===== config.mk =====
export PLATFORM = sky130hd
export DESIGN_NAME = sss_exec
export DESIGN_NICKNAME = d
export VERILOG_FILES = /design/src/sss_pkg.sv /design/src/sss_exec.sv /design/src/sss_subtractor.sv
export SDC_FILE = /design/constraint.sdc
export NUM_CORES = 1
export LEC_CHECK = 0
export ABC_CLOCK_PERIOD_IN_PS = 3690
export BUFFER_PORTS_ARGS = -buffer_cell sky130_fd_sc_hd__buf_4
export CELL_PAD_IN_SITES_DETAIL_PLACEMENT = 1
export CELL_PAD_IN_SITES_GLOBAL_PLACEMENT = 1
export CORE_MARGIN = 5
export CORE_UTILIZATION = 37
export CTS_CLUSTER_DIAMETER = 80
export DETAILED_ROUTE_END_ITERATION = 12
export PLACE_DENSITY_LB_ADDON = 0.1
export SLEW_MARGIN = 15
export SYNTH_ARGS = -nofsm -noshare
export SYNTH_HDL_FRONTEND = slang
export SYNTH_SLANG_ARGS = --single-unit

===== constraint.sdc =====
create_clock -name sys_clk_i -period 3.69 [get_ports sys_clk_i]
set_clock_uncertainty 0.1 [all_clocks]
set_input_delay 0.1845 -clock sys_clk_i [delete_from_list [all_inputs] [get_ports sys_clk_i]]
set_output_delay 0.1845 -clock sys_clk_i [all_outputs]
set_load 0.02 [all_outputs]

===== src/sss_pkg.sv =====
// Package for the subtract, swap and skip execution block
package sss_pkg;

    localparam int DATA_W = 8;
    localparam int BIT_IDX_W = 3;
    localparam int NIB_W = 4;

    // Operation codes presented by the sequencer
    typedef enum logic [2:0] {
        SSS_OP_NONE = 3'b000,
        SSS_OP_SUB_MEM = 3'b001,
        SSS_OP_SUB_IMM = 3'b010,
        SSS_OP_SWAP_MEM = 3'b011,
        SSS_OP_SWAP_WR = 3'b100,
        SSS_OP_SKIP_NIL = 3'b101,
        SSS_OP_SKIP_NIL_LOAD = 3'b110,
        SSS_OP_SKIP_BIT_CLR = 3'b111
    } sss_op_t;

    typedef struct packed {
        sss_op_t op;
        logic [DATA_W-1:0] imm;
        logic [BIT_IDX_W-1:0] bit_idx;
    } sss_instr_t;

    typedef struct packed {
        logic twos_complement_range_flag;
        logic zero;
        logic half_carry_flag;
        logic carry;
    } sss_flags_t;

    localparam logic [DATA_W-1:0] WR_RESET = 8'h00;
    localparam sss_flags_t FLAGS_RESET = '0;
    localparam logic [DATA_W-1:0] ZERO_BYTE = 8'h00;

endpackage


===== src/sss_exec.sv =====
// Execution unit for subtract, nibble swap and conditional skips
`timescale 1ns/1ps
module sss_exec
    import sss_pkg::*;
(
    input wire logic sys_clk_i,
    input wire logic sys_rst_i,
    input wire logic exec_valid_i,
    input wire sss_instr_t instr_i,
    input wire logic [DATA_W-1:0] mem_rdata_i,
    output logic mem_we_o,
    output logic [DATA_W-1:0] mem_wdata_o,
    output logic [DATA_W-1:0] working_register_o,
    output sss_flags_t flags_o,
    output logic skip_o,
    output logic dummy_cycle_o,
    output logic busy_o
);
    //--------------------------------------------------------------
    // Sequencer state
    //--------------------------------------------------------------
    typedef enum logic {
        SSS_ST_RUN = 1'b0,
        SSS_ST_DUMMY = 1'b1
    } sss_state_t;

    sss_state_t state;
    sss_state_t next_state;
    logic [DATA_W-1:0] working_register;
    logic [DATA_W-1:0] sub_rhs;
    logic [DATA_W-1:0] diff;
    logic [DATA_W-1:0] swapped;
    sss_flags_t sub_flags;
    logic take;
    logic skip_cond;

    //--------------------------------------------------------------
    // Datapath
    //--------------------------------------------------------------
    assign sub_rhs = (instr_i.op == SSS_OP_SUB_IMM) ? instr_i.imm
                                                    : mem_rdata_i;

    sss_subtractor u_sub (
        .minuend_i(working_register),
        .subtrahend_i(sub_rhs),
        .diff_o(diff),
        .flags_o(sub_flags)
    );

    assign swapped = {mem_rdata_i[NIB_W-1:0],
                      mem_rdata_i[DATA_W-1:NIB_W]};

    // Requests during the dummy cycle are ignored by design
    assign take = exec_valid_i && (state == SSS_ST_RUN);

    always_comb begin
        unique case (instr_i.op)
            SSS_OP_SKIP_NIL,
            SSS_OP_SKIP_NIL_LOAD:
                skip_cond = (mem_rdata_i == ZERO_BYTE);
            SSS_OP_SKIP_BIT_CLR:
                skip_cond = ~mem_rdata_i[instr_i.bit_idx];
            default:
                skip_cond = 1'b0;
        endcase
    end

    always_comb begin
        next_state = SSS_ST_RUN;
        if (take && skip_cond) begin
            next_state = SSS_ST_DUMMY;
        end
    end

    //--------------------------------------------------------------
    // Sequencing
    //--------------------------------------------------------------
    always_ff @(posedge sys_clk_i) begin
        if (sys_rst_i) begin
            state <= SSS_ST_RUN;
            skip_o <= 1'b0;
            dummy_cycle_o <= 1'b0;
            busy_o <= 1'b0;
        end else begin
            state <= next_state;
            // Not taken: skip stays low, next instruction runs
            skip_o <= take && skip_cond;
            dummy_cycle_o <= (next_state == SSS_ST_DUMMY);
            busy_o <= (next_state == SSS_ST_DUMMY);
        end
    end

    //--------------------------------------------------------------
    // Working register and flags
    //--------------------------------------------------------------
    always_ff @(posedge sys_clk_i) begin
        if (sys_rst_i) begin
            working_register <= WR_RESET;
        end else if (take) begin
            unique case (instr_i.op)
                SSS_OP_SUB_IMM:
                    working_register <= diff;
                SSS_OP_SWAP_WR:
                    working_register <= swapped;
                SSS_OP_SKIP_NIL_LOAD:
                    working_register <= mem_rdata_i;
                default:
                    working_register <= working_register;
            endcase
        end
    end

    assign working_register_o = working_register;

    always_ff @(posedge sys_clk_i) begin
        if (sys_rst_i) begin
            flags_o <= FLAGS_RESET;
        end else if (take && (instr_i.op == SSS_OP_SUB_MEM
                           || instr_i.op == SSS_OP_SUB_IMM)) begin
            flags_o <= sub_flags;
        end
    end

    //--------------------------------------------------------------
    // Memory write-back
    //--------------------------------------------------------------
    always_ff @(posedge sys_clk_i) begin
        if (sys_rst_i) begin
            mem_we_o <= 1'b0;
            mem_wdata_o <= ZERO_BYTE;
        end else begin
            mem_we_o <= take && (instr_i.op == SSS_OP_SUB_MEM
                              || instr_i.op == SSS_OP_SWAP_MEM);
            if (take && instr_i.op == SSS_OP_SUB_MEM) begin
                mem_wdata_o <= diff;
            end else if (take && instr_i.op == SSS_OP_SWAP_MEM) begin
                mem_wdata_o <= swapped;
            end
        end
    end

    //--------------------------------------------------------------
    // Checks
    //--------------------------------------------------------------
    a_skip_dummy_pair:
    assert property (@(posedge sys_clk_i) disable iff (sys_rst_i)
        skip_o |-> dummy_cycle_o ##1 !dummy_cycle_o)
        else $error("dummy cycle not exactly one after skip");

    a_carry_borrow:
    assert property (@(posedge sys_clk_i) disable iff (sys_rst_i)
        take && instr_i.op == SSS_OP_SUB_IMM
        |=> flags_o.carry == ($past(working_register) >= $past(instr_i.imm)))
        else $error("carry does not reflect borrow");

    a_sub_imm_wr:
    assert property (@(posedge sys_clk_i) disable iff (sys_rst_i)
        take && instr_i.op == SSS_OP_SUB_IMM
        |=> working_register
            == 8'($past(working_register) - $past(instr_i.imm)))
        else $error("immediate subtract result wrong");

    a_sub_mem_wr:
    assert property (@(posedge sys_clk_i) disable iff (sys_rst_i)
        take && instr_i.op == SSS_OP_SUB_MEM
        |=> mem_we_o && mem_wdata_o
            == 8'($past(working_register) - $past(mem_rdata_i)))
        else $error("memory subtract write wrong");

    a_swap_mem:
    assert property (@(posedge sys_clk_i) disable iff (sys_rst_i)
        take && instr_i.op == SSS_OP_SWAP_MEM
        |=> mem_we_o && $stable(flags_o)
            && mem_wdata_o[NIB_W-1:0]
               == $past(mem_rdata_i[DATA_W-1:NIB_W])
            && mem_wdata_o[DATA_W-1:NIB_W]
               == $past(mem_rdata_i[NIB_W-1:0]))
        else $error("nibble swap to memory wrong");

    a_swap_wr_only:
    assert property (@(posedge sys_clk_i) disable iff (sys_rst_i)
        take && instr_i.op == SSS_OP_SWAP_WR
        |=> !mem_we_o && $stable(flags_o)
            && working_register[DATA_W-1:NIB_W]
               == $past(mem_rdata_i[NIB_W-1:0])
            && working_register[NIB_W-1:0]
               == $past(mem_rdata_i[DATA_W-1:NIB_W]))
        else $error("swap to working register wrong");

    a_skip_nil:
    assert property (@(posedge sys_clk_i) disable iff (sys_rst_i)
        take && instr_i.op == SSS_OP_SKIP_NIL
        |=> skip_o == ($past(mem_rdata_i) == ZERO_BYTE) && !mem_we_o
            && $stable(working_register))
        else $error("skip on zero wrong");

    a_skip_load:
    assert property (@(posedge sys_clk_i) disable iff (sys_rst_i)
        take && instr_i.op == SSS_OP_SKIP_NIL_LOAD
        |=> working_register == $past(mem_rdata_i)
            && skip_o == (working_register == ZERO_BYTE))
        else $error("skip with load wrong");

    a_skip_bit:
    assert property (@(posedge sys_clk_i) disable iff (sys_rst_i)
        take && instr_i.op == SSS_OP_SKIP_BIT_CLR
        |=> skip_o == !$past(mem_rdata_i[instr_i.bit_idx]))
        else $error("skip on clear bit wrong");

    a_no_skip_run:
    assert property (@(posedge sys_clk_i) disable iff (sys_rst_i)
        !skip_o |-> !dummy_cycle_o)
        else $error("dummy cycle without skip");

    // A failed zero test must leave the next request free to be taken
    a_no_skip_next:
    assert property (@(posedge sys_clk_i) disable iff (sys_rst_i)
        take && instr_i.op == SSS_OP_SKIP_NIL && mem_rdata_i != ZERO_BYTE
        |=> !skip_o && !busy_o)
        else $error("skip taken on a nonzero byte");
endmodule


===== src/sss_subtractor.sv =====
// Eight-bit subtractor with borrow-style carry and flag outputs
`timescale 1ns/1ps
module sss_subtractor
    import sss_pkg::*;
(
    input wire logic [DATA_W-1:0] minuend_i,
    input wire logic [DATA_W-1:0] subtrahend_i,
    output logic [DATA_W-1:0] diff_o,
    output sss_flags_t flags_o
);
    logic [DATA_W:0] full;
    logic [NIB_W:0] low;

    always_comb begin
        full = {1'b0, minuend_i} - {1'b0, subtrahend_i};
        low = {1'b0, minuend_i[NIB_W-1:0]}
            - {1'b0, subtrahend_i[NIB_W-1:0]};
        diff_o = full[DATA_W-1:0];
        // Carry and half carry are inverted borrows
        flags_o.carry = ~full[DATA_W];
        flags_o.half_carry_flag = ~low[NIB_W];
        flags_o.zero = (full[DATA_W-1:0] == ZERO_BYTE);
        flags_o.twos_complement_range_flag =
            (minuend_i[DATA_W-1] != subtrahend_i[DATA_W-1])
            && (full[DATA_W-1] != minuend_i[DATA_W-1]);
    end
endmodule


==> results.yml <==
run_status:
  result_of_the_run: "finished, final reports clean"
min_path:
  hp-class: "in2reg"
finish:
  drive_gt1_share_pct: 27.9
  insertedDiodeCount: 0
  layout.filler_cells: 514
  multi_input_area_um2: 1050
  layout.cells.most_common_list: "buf_4, nor2_1, dfxtp_1"
  most_frequent_standard_cell_in_the_layout_excluding_fill_and_tap_cells: "buf_4"
  nNetsFinal: 264
  relative_area_change_from_synthesis_to_final_layout_pct: 29.1
  register_area_um2: 440
placed_design:
  preCtsSetupSlack_ps: 440
  buffer_ports.inserted: 48
  place_hpwl_um: 3970
  place.gp.congestion: 0.842
floorplan:
  floorplan.die.height_um: 74.9
  die_width_um: 74.9
  placement_rows: 23
  io-pin-count: 49
  core_um2: 4030
  initial_core_util_pct: 38.7
  floorplan.die_area_um2: 5610
sta:
  post-route-worst-setup-slack_ps: 594
  finalHoldWorstSlack_ps: 114
  timing.slew.headroom_pct: 39.5
  setup_tns_ps: 0
  final.min_clock_period_ps: 3100
  peak_clock_frequency_supported_by_timing_mhz: 323
  finalHoldViolCount: 0
  timing.final.crit_share_pct: 83.9
  worst_pin_slew_ps: 906
  slew_violations: 0
  grt_setup_unrepaired: "no"
  finalSetupViolCount: 0
synth:
  main_area_contributors_after_synthesis: "dfxtp_1, mux2i_1, nor2_1, ha_1, a21oi_1"
  synth_seq_cells: 22
  synth_cell_types: 42
  syn_inst: 187
  synth.top_cell.area_share_pct: 28.3
  synth.net_count: 221
  postSynthAreaPerCell_um2: 8.34
  synth_top_area_cell: "dfxtp_1"
  synth_sequential_area_ratio_pct: 28.3
  syn-cell-area_um2: 1560
  synth_warnings: 0
clock_tree:
  cts_tree: "built"
  cts-hold-fix-buffers: 0
  maximum_number_of_buffers_from_clock_root_to_sink: 2
  cts.repair.resized: 0
  cts_buffers: 3
  cts.root.buffer_cell: "clkbuf_8"
  postCtsSetupBuffers: 0
  clock_insertion_delay_worst_skew_ps: 270
  cts_htree_levels: 1
  worst_setup_hold_path_clk_slew_ps: 90
  cts_num_sinks: 22
power_and_ir_drop:
  maximum_vdd_ir_drop_mv: 0.135
  power_leakage_nw: 0.870
  power_switching_share_pct: 31.6
  power_frac_seq_pct: 36.2
  power_density_nw_per_um2: 353
  design_power_total_w: 0.000710
  cell_internal_pwr_w: 0.000486
  switchingPower_w: 0.000224
  power_frac_clock_pct: 32.7
  power.combinational.fraction_pct: 31.0
drt:
  wl_per_cell_um: 18.9
  via_to_cell_ratio: 5.66
  num_vias: 1580
  drt-total-wl_um: 5280
  ant_nets: 0
  detailedRoute.firstIterationViolations: 79
  route.detailed.drc: 0
  dr.pass1.iters: 4
grt:
  first_global_vias: 1676
  grt_first_pass_wirelength_um: 8520
  track_usage_pct: 19.9
  grt_antenna_before_repair: 0
  overflow: 0
  grt_max_degree: 26
setup_path:
  crit_type: "in2reg"
  endpoint_kind: "flop"
  cp_max_fo: 20
  start_kind: "input port"
  critPathRequiredTime_ps: 3810
  worst-endpoint-arrival_ps: 3210
job:
  maxCapViolCount: 0
## flip-flops by register name, indices dropped and copies added, names as in the netlist
register,cells
mem_we_o,1
working_register_o,8
mem_wdata_o,8
skip_o,1
flags_o,4
## worst paths after layout
| kind | from | endpoint | slack (ps) | cells after the start |
|---|---|---|---|---|
| setup / recovery | instr_i[12] | flags_o[2] | 590 | 13 |
| hold / removal | instr_i[13] | skip_o | 110 | 2 |
| setup reg to reg | working_register_o[0] | flags_o[2] | 1020 | 10 |
| hold reg to reg | flags_o[0] | flags_o[0] | 380 | 2 |
## kinds of logic after synthesis
group	share of synthesized area (%)
buf+inv	4.25
fa+ha+maj	7.70
simple gates	23.5
mux	13.9
xor+xnor	3.37
compound gates	19.0
flops	28.3
## layer usage
metal  GRT usage (%)  vias up  part of all wire (%)
met5               0        -                     0
met3            2.14        8                   5.0
met4            6.52        0                   1.4
met1            25.9      764                    45
li1                -      765                     -
met2            34.1       43                    48
## worst max-delay path: stages
cell and delay, ps:
buf_4 240, nor2b_1 240, nor2b_1 230, mux2_2 190, ha_1 160, inv_1 50, fa_1 400, a21o_2 230
a221oi_2 280, xnor2_1 170, or4_4 540, nor3b_2 170, a21o_1 130
## per-stage QoR
stage          instance area [um^2]  utilization (%)  cells
6_report                       2010             50.0    279
5_1_grt                        2010             50.0    279
4_1_cts                        2010             50.0    279
3_5_place_dp                   1940             48.2    275
3_3_place_gp                   1940             48.2    275
2_1_floorplan                  1560                -    187
## area by class of cell
type / instances / area share [%]
Clock inverter: 1 / 1.49
Multi-Input combinational cell: 150 / 52.3
Inverter: 3 / 0.559
Tap cell: 50 / 3.11
Timing Repair Buffer: 50 / 18.6
Clock buffer: 3 / 2.05
Sequential cell: 22 / 21.9
## synth_stat cells, drive strengths merged
library cell and n:
clkbuf 7, nor4 5, or4 2, fa 1, a211oi 8, buf 5, ha 8, xor2 4
and2 2, nor3b 1, and3 1, xnor2 2, a221oi 5, nor2 28, nor3 6, a21oi 16
a211o 2, inv 3, mux2 1, o21ba 1, mux2i 16, and3b 1, dfxtp 22, nand2 11
nand3b 2, o211ai 1, a31oi 2, nor4bb 1, o21ai 7, a21o 3, nor4b 1, nor2b 5
mux4 2, nand2b 4, and2b 1
## power groups by stage
stage                     clock (W)  combinational [W]  sequential, W
after global placement            0           0.000210       0.000263
after global routing       0.000248           0.000241       0.000259
final                      0.000233           0.000220       0.000257
after detailed placement          0           0.000216       0.000263
after floorplan                   0           0.000121       0.000276
after CTS                  0.000238           0.000220       0.000258
No activity file was read; power rests on OpenSTA's default activity.
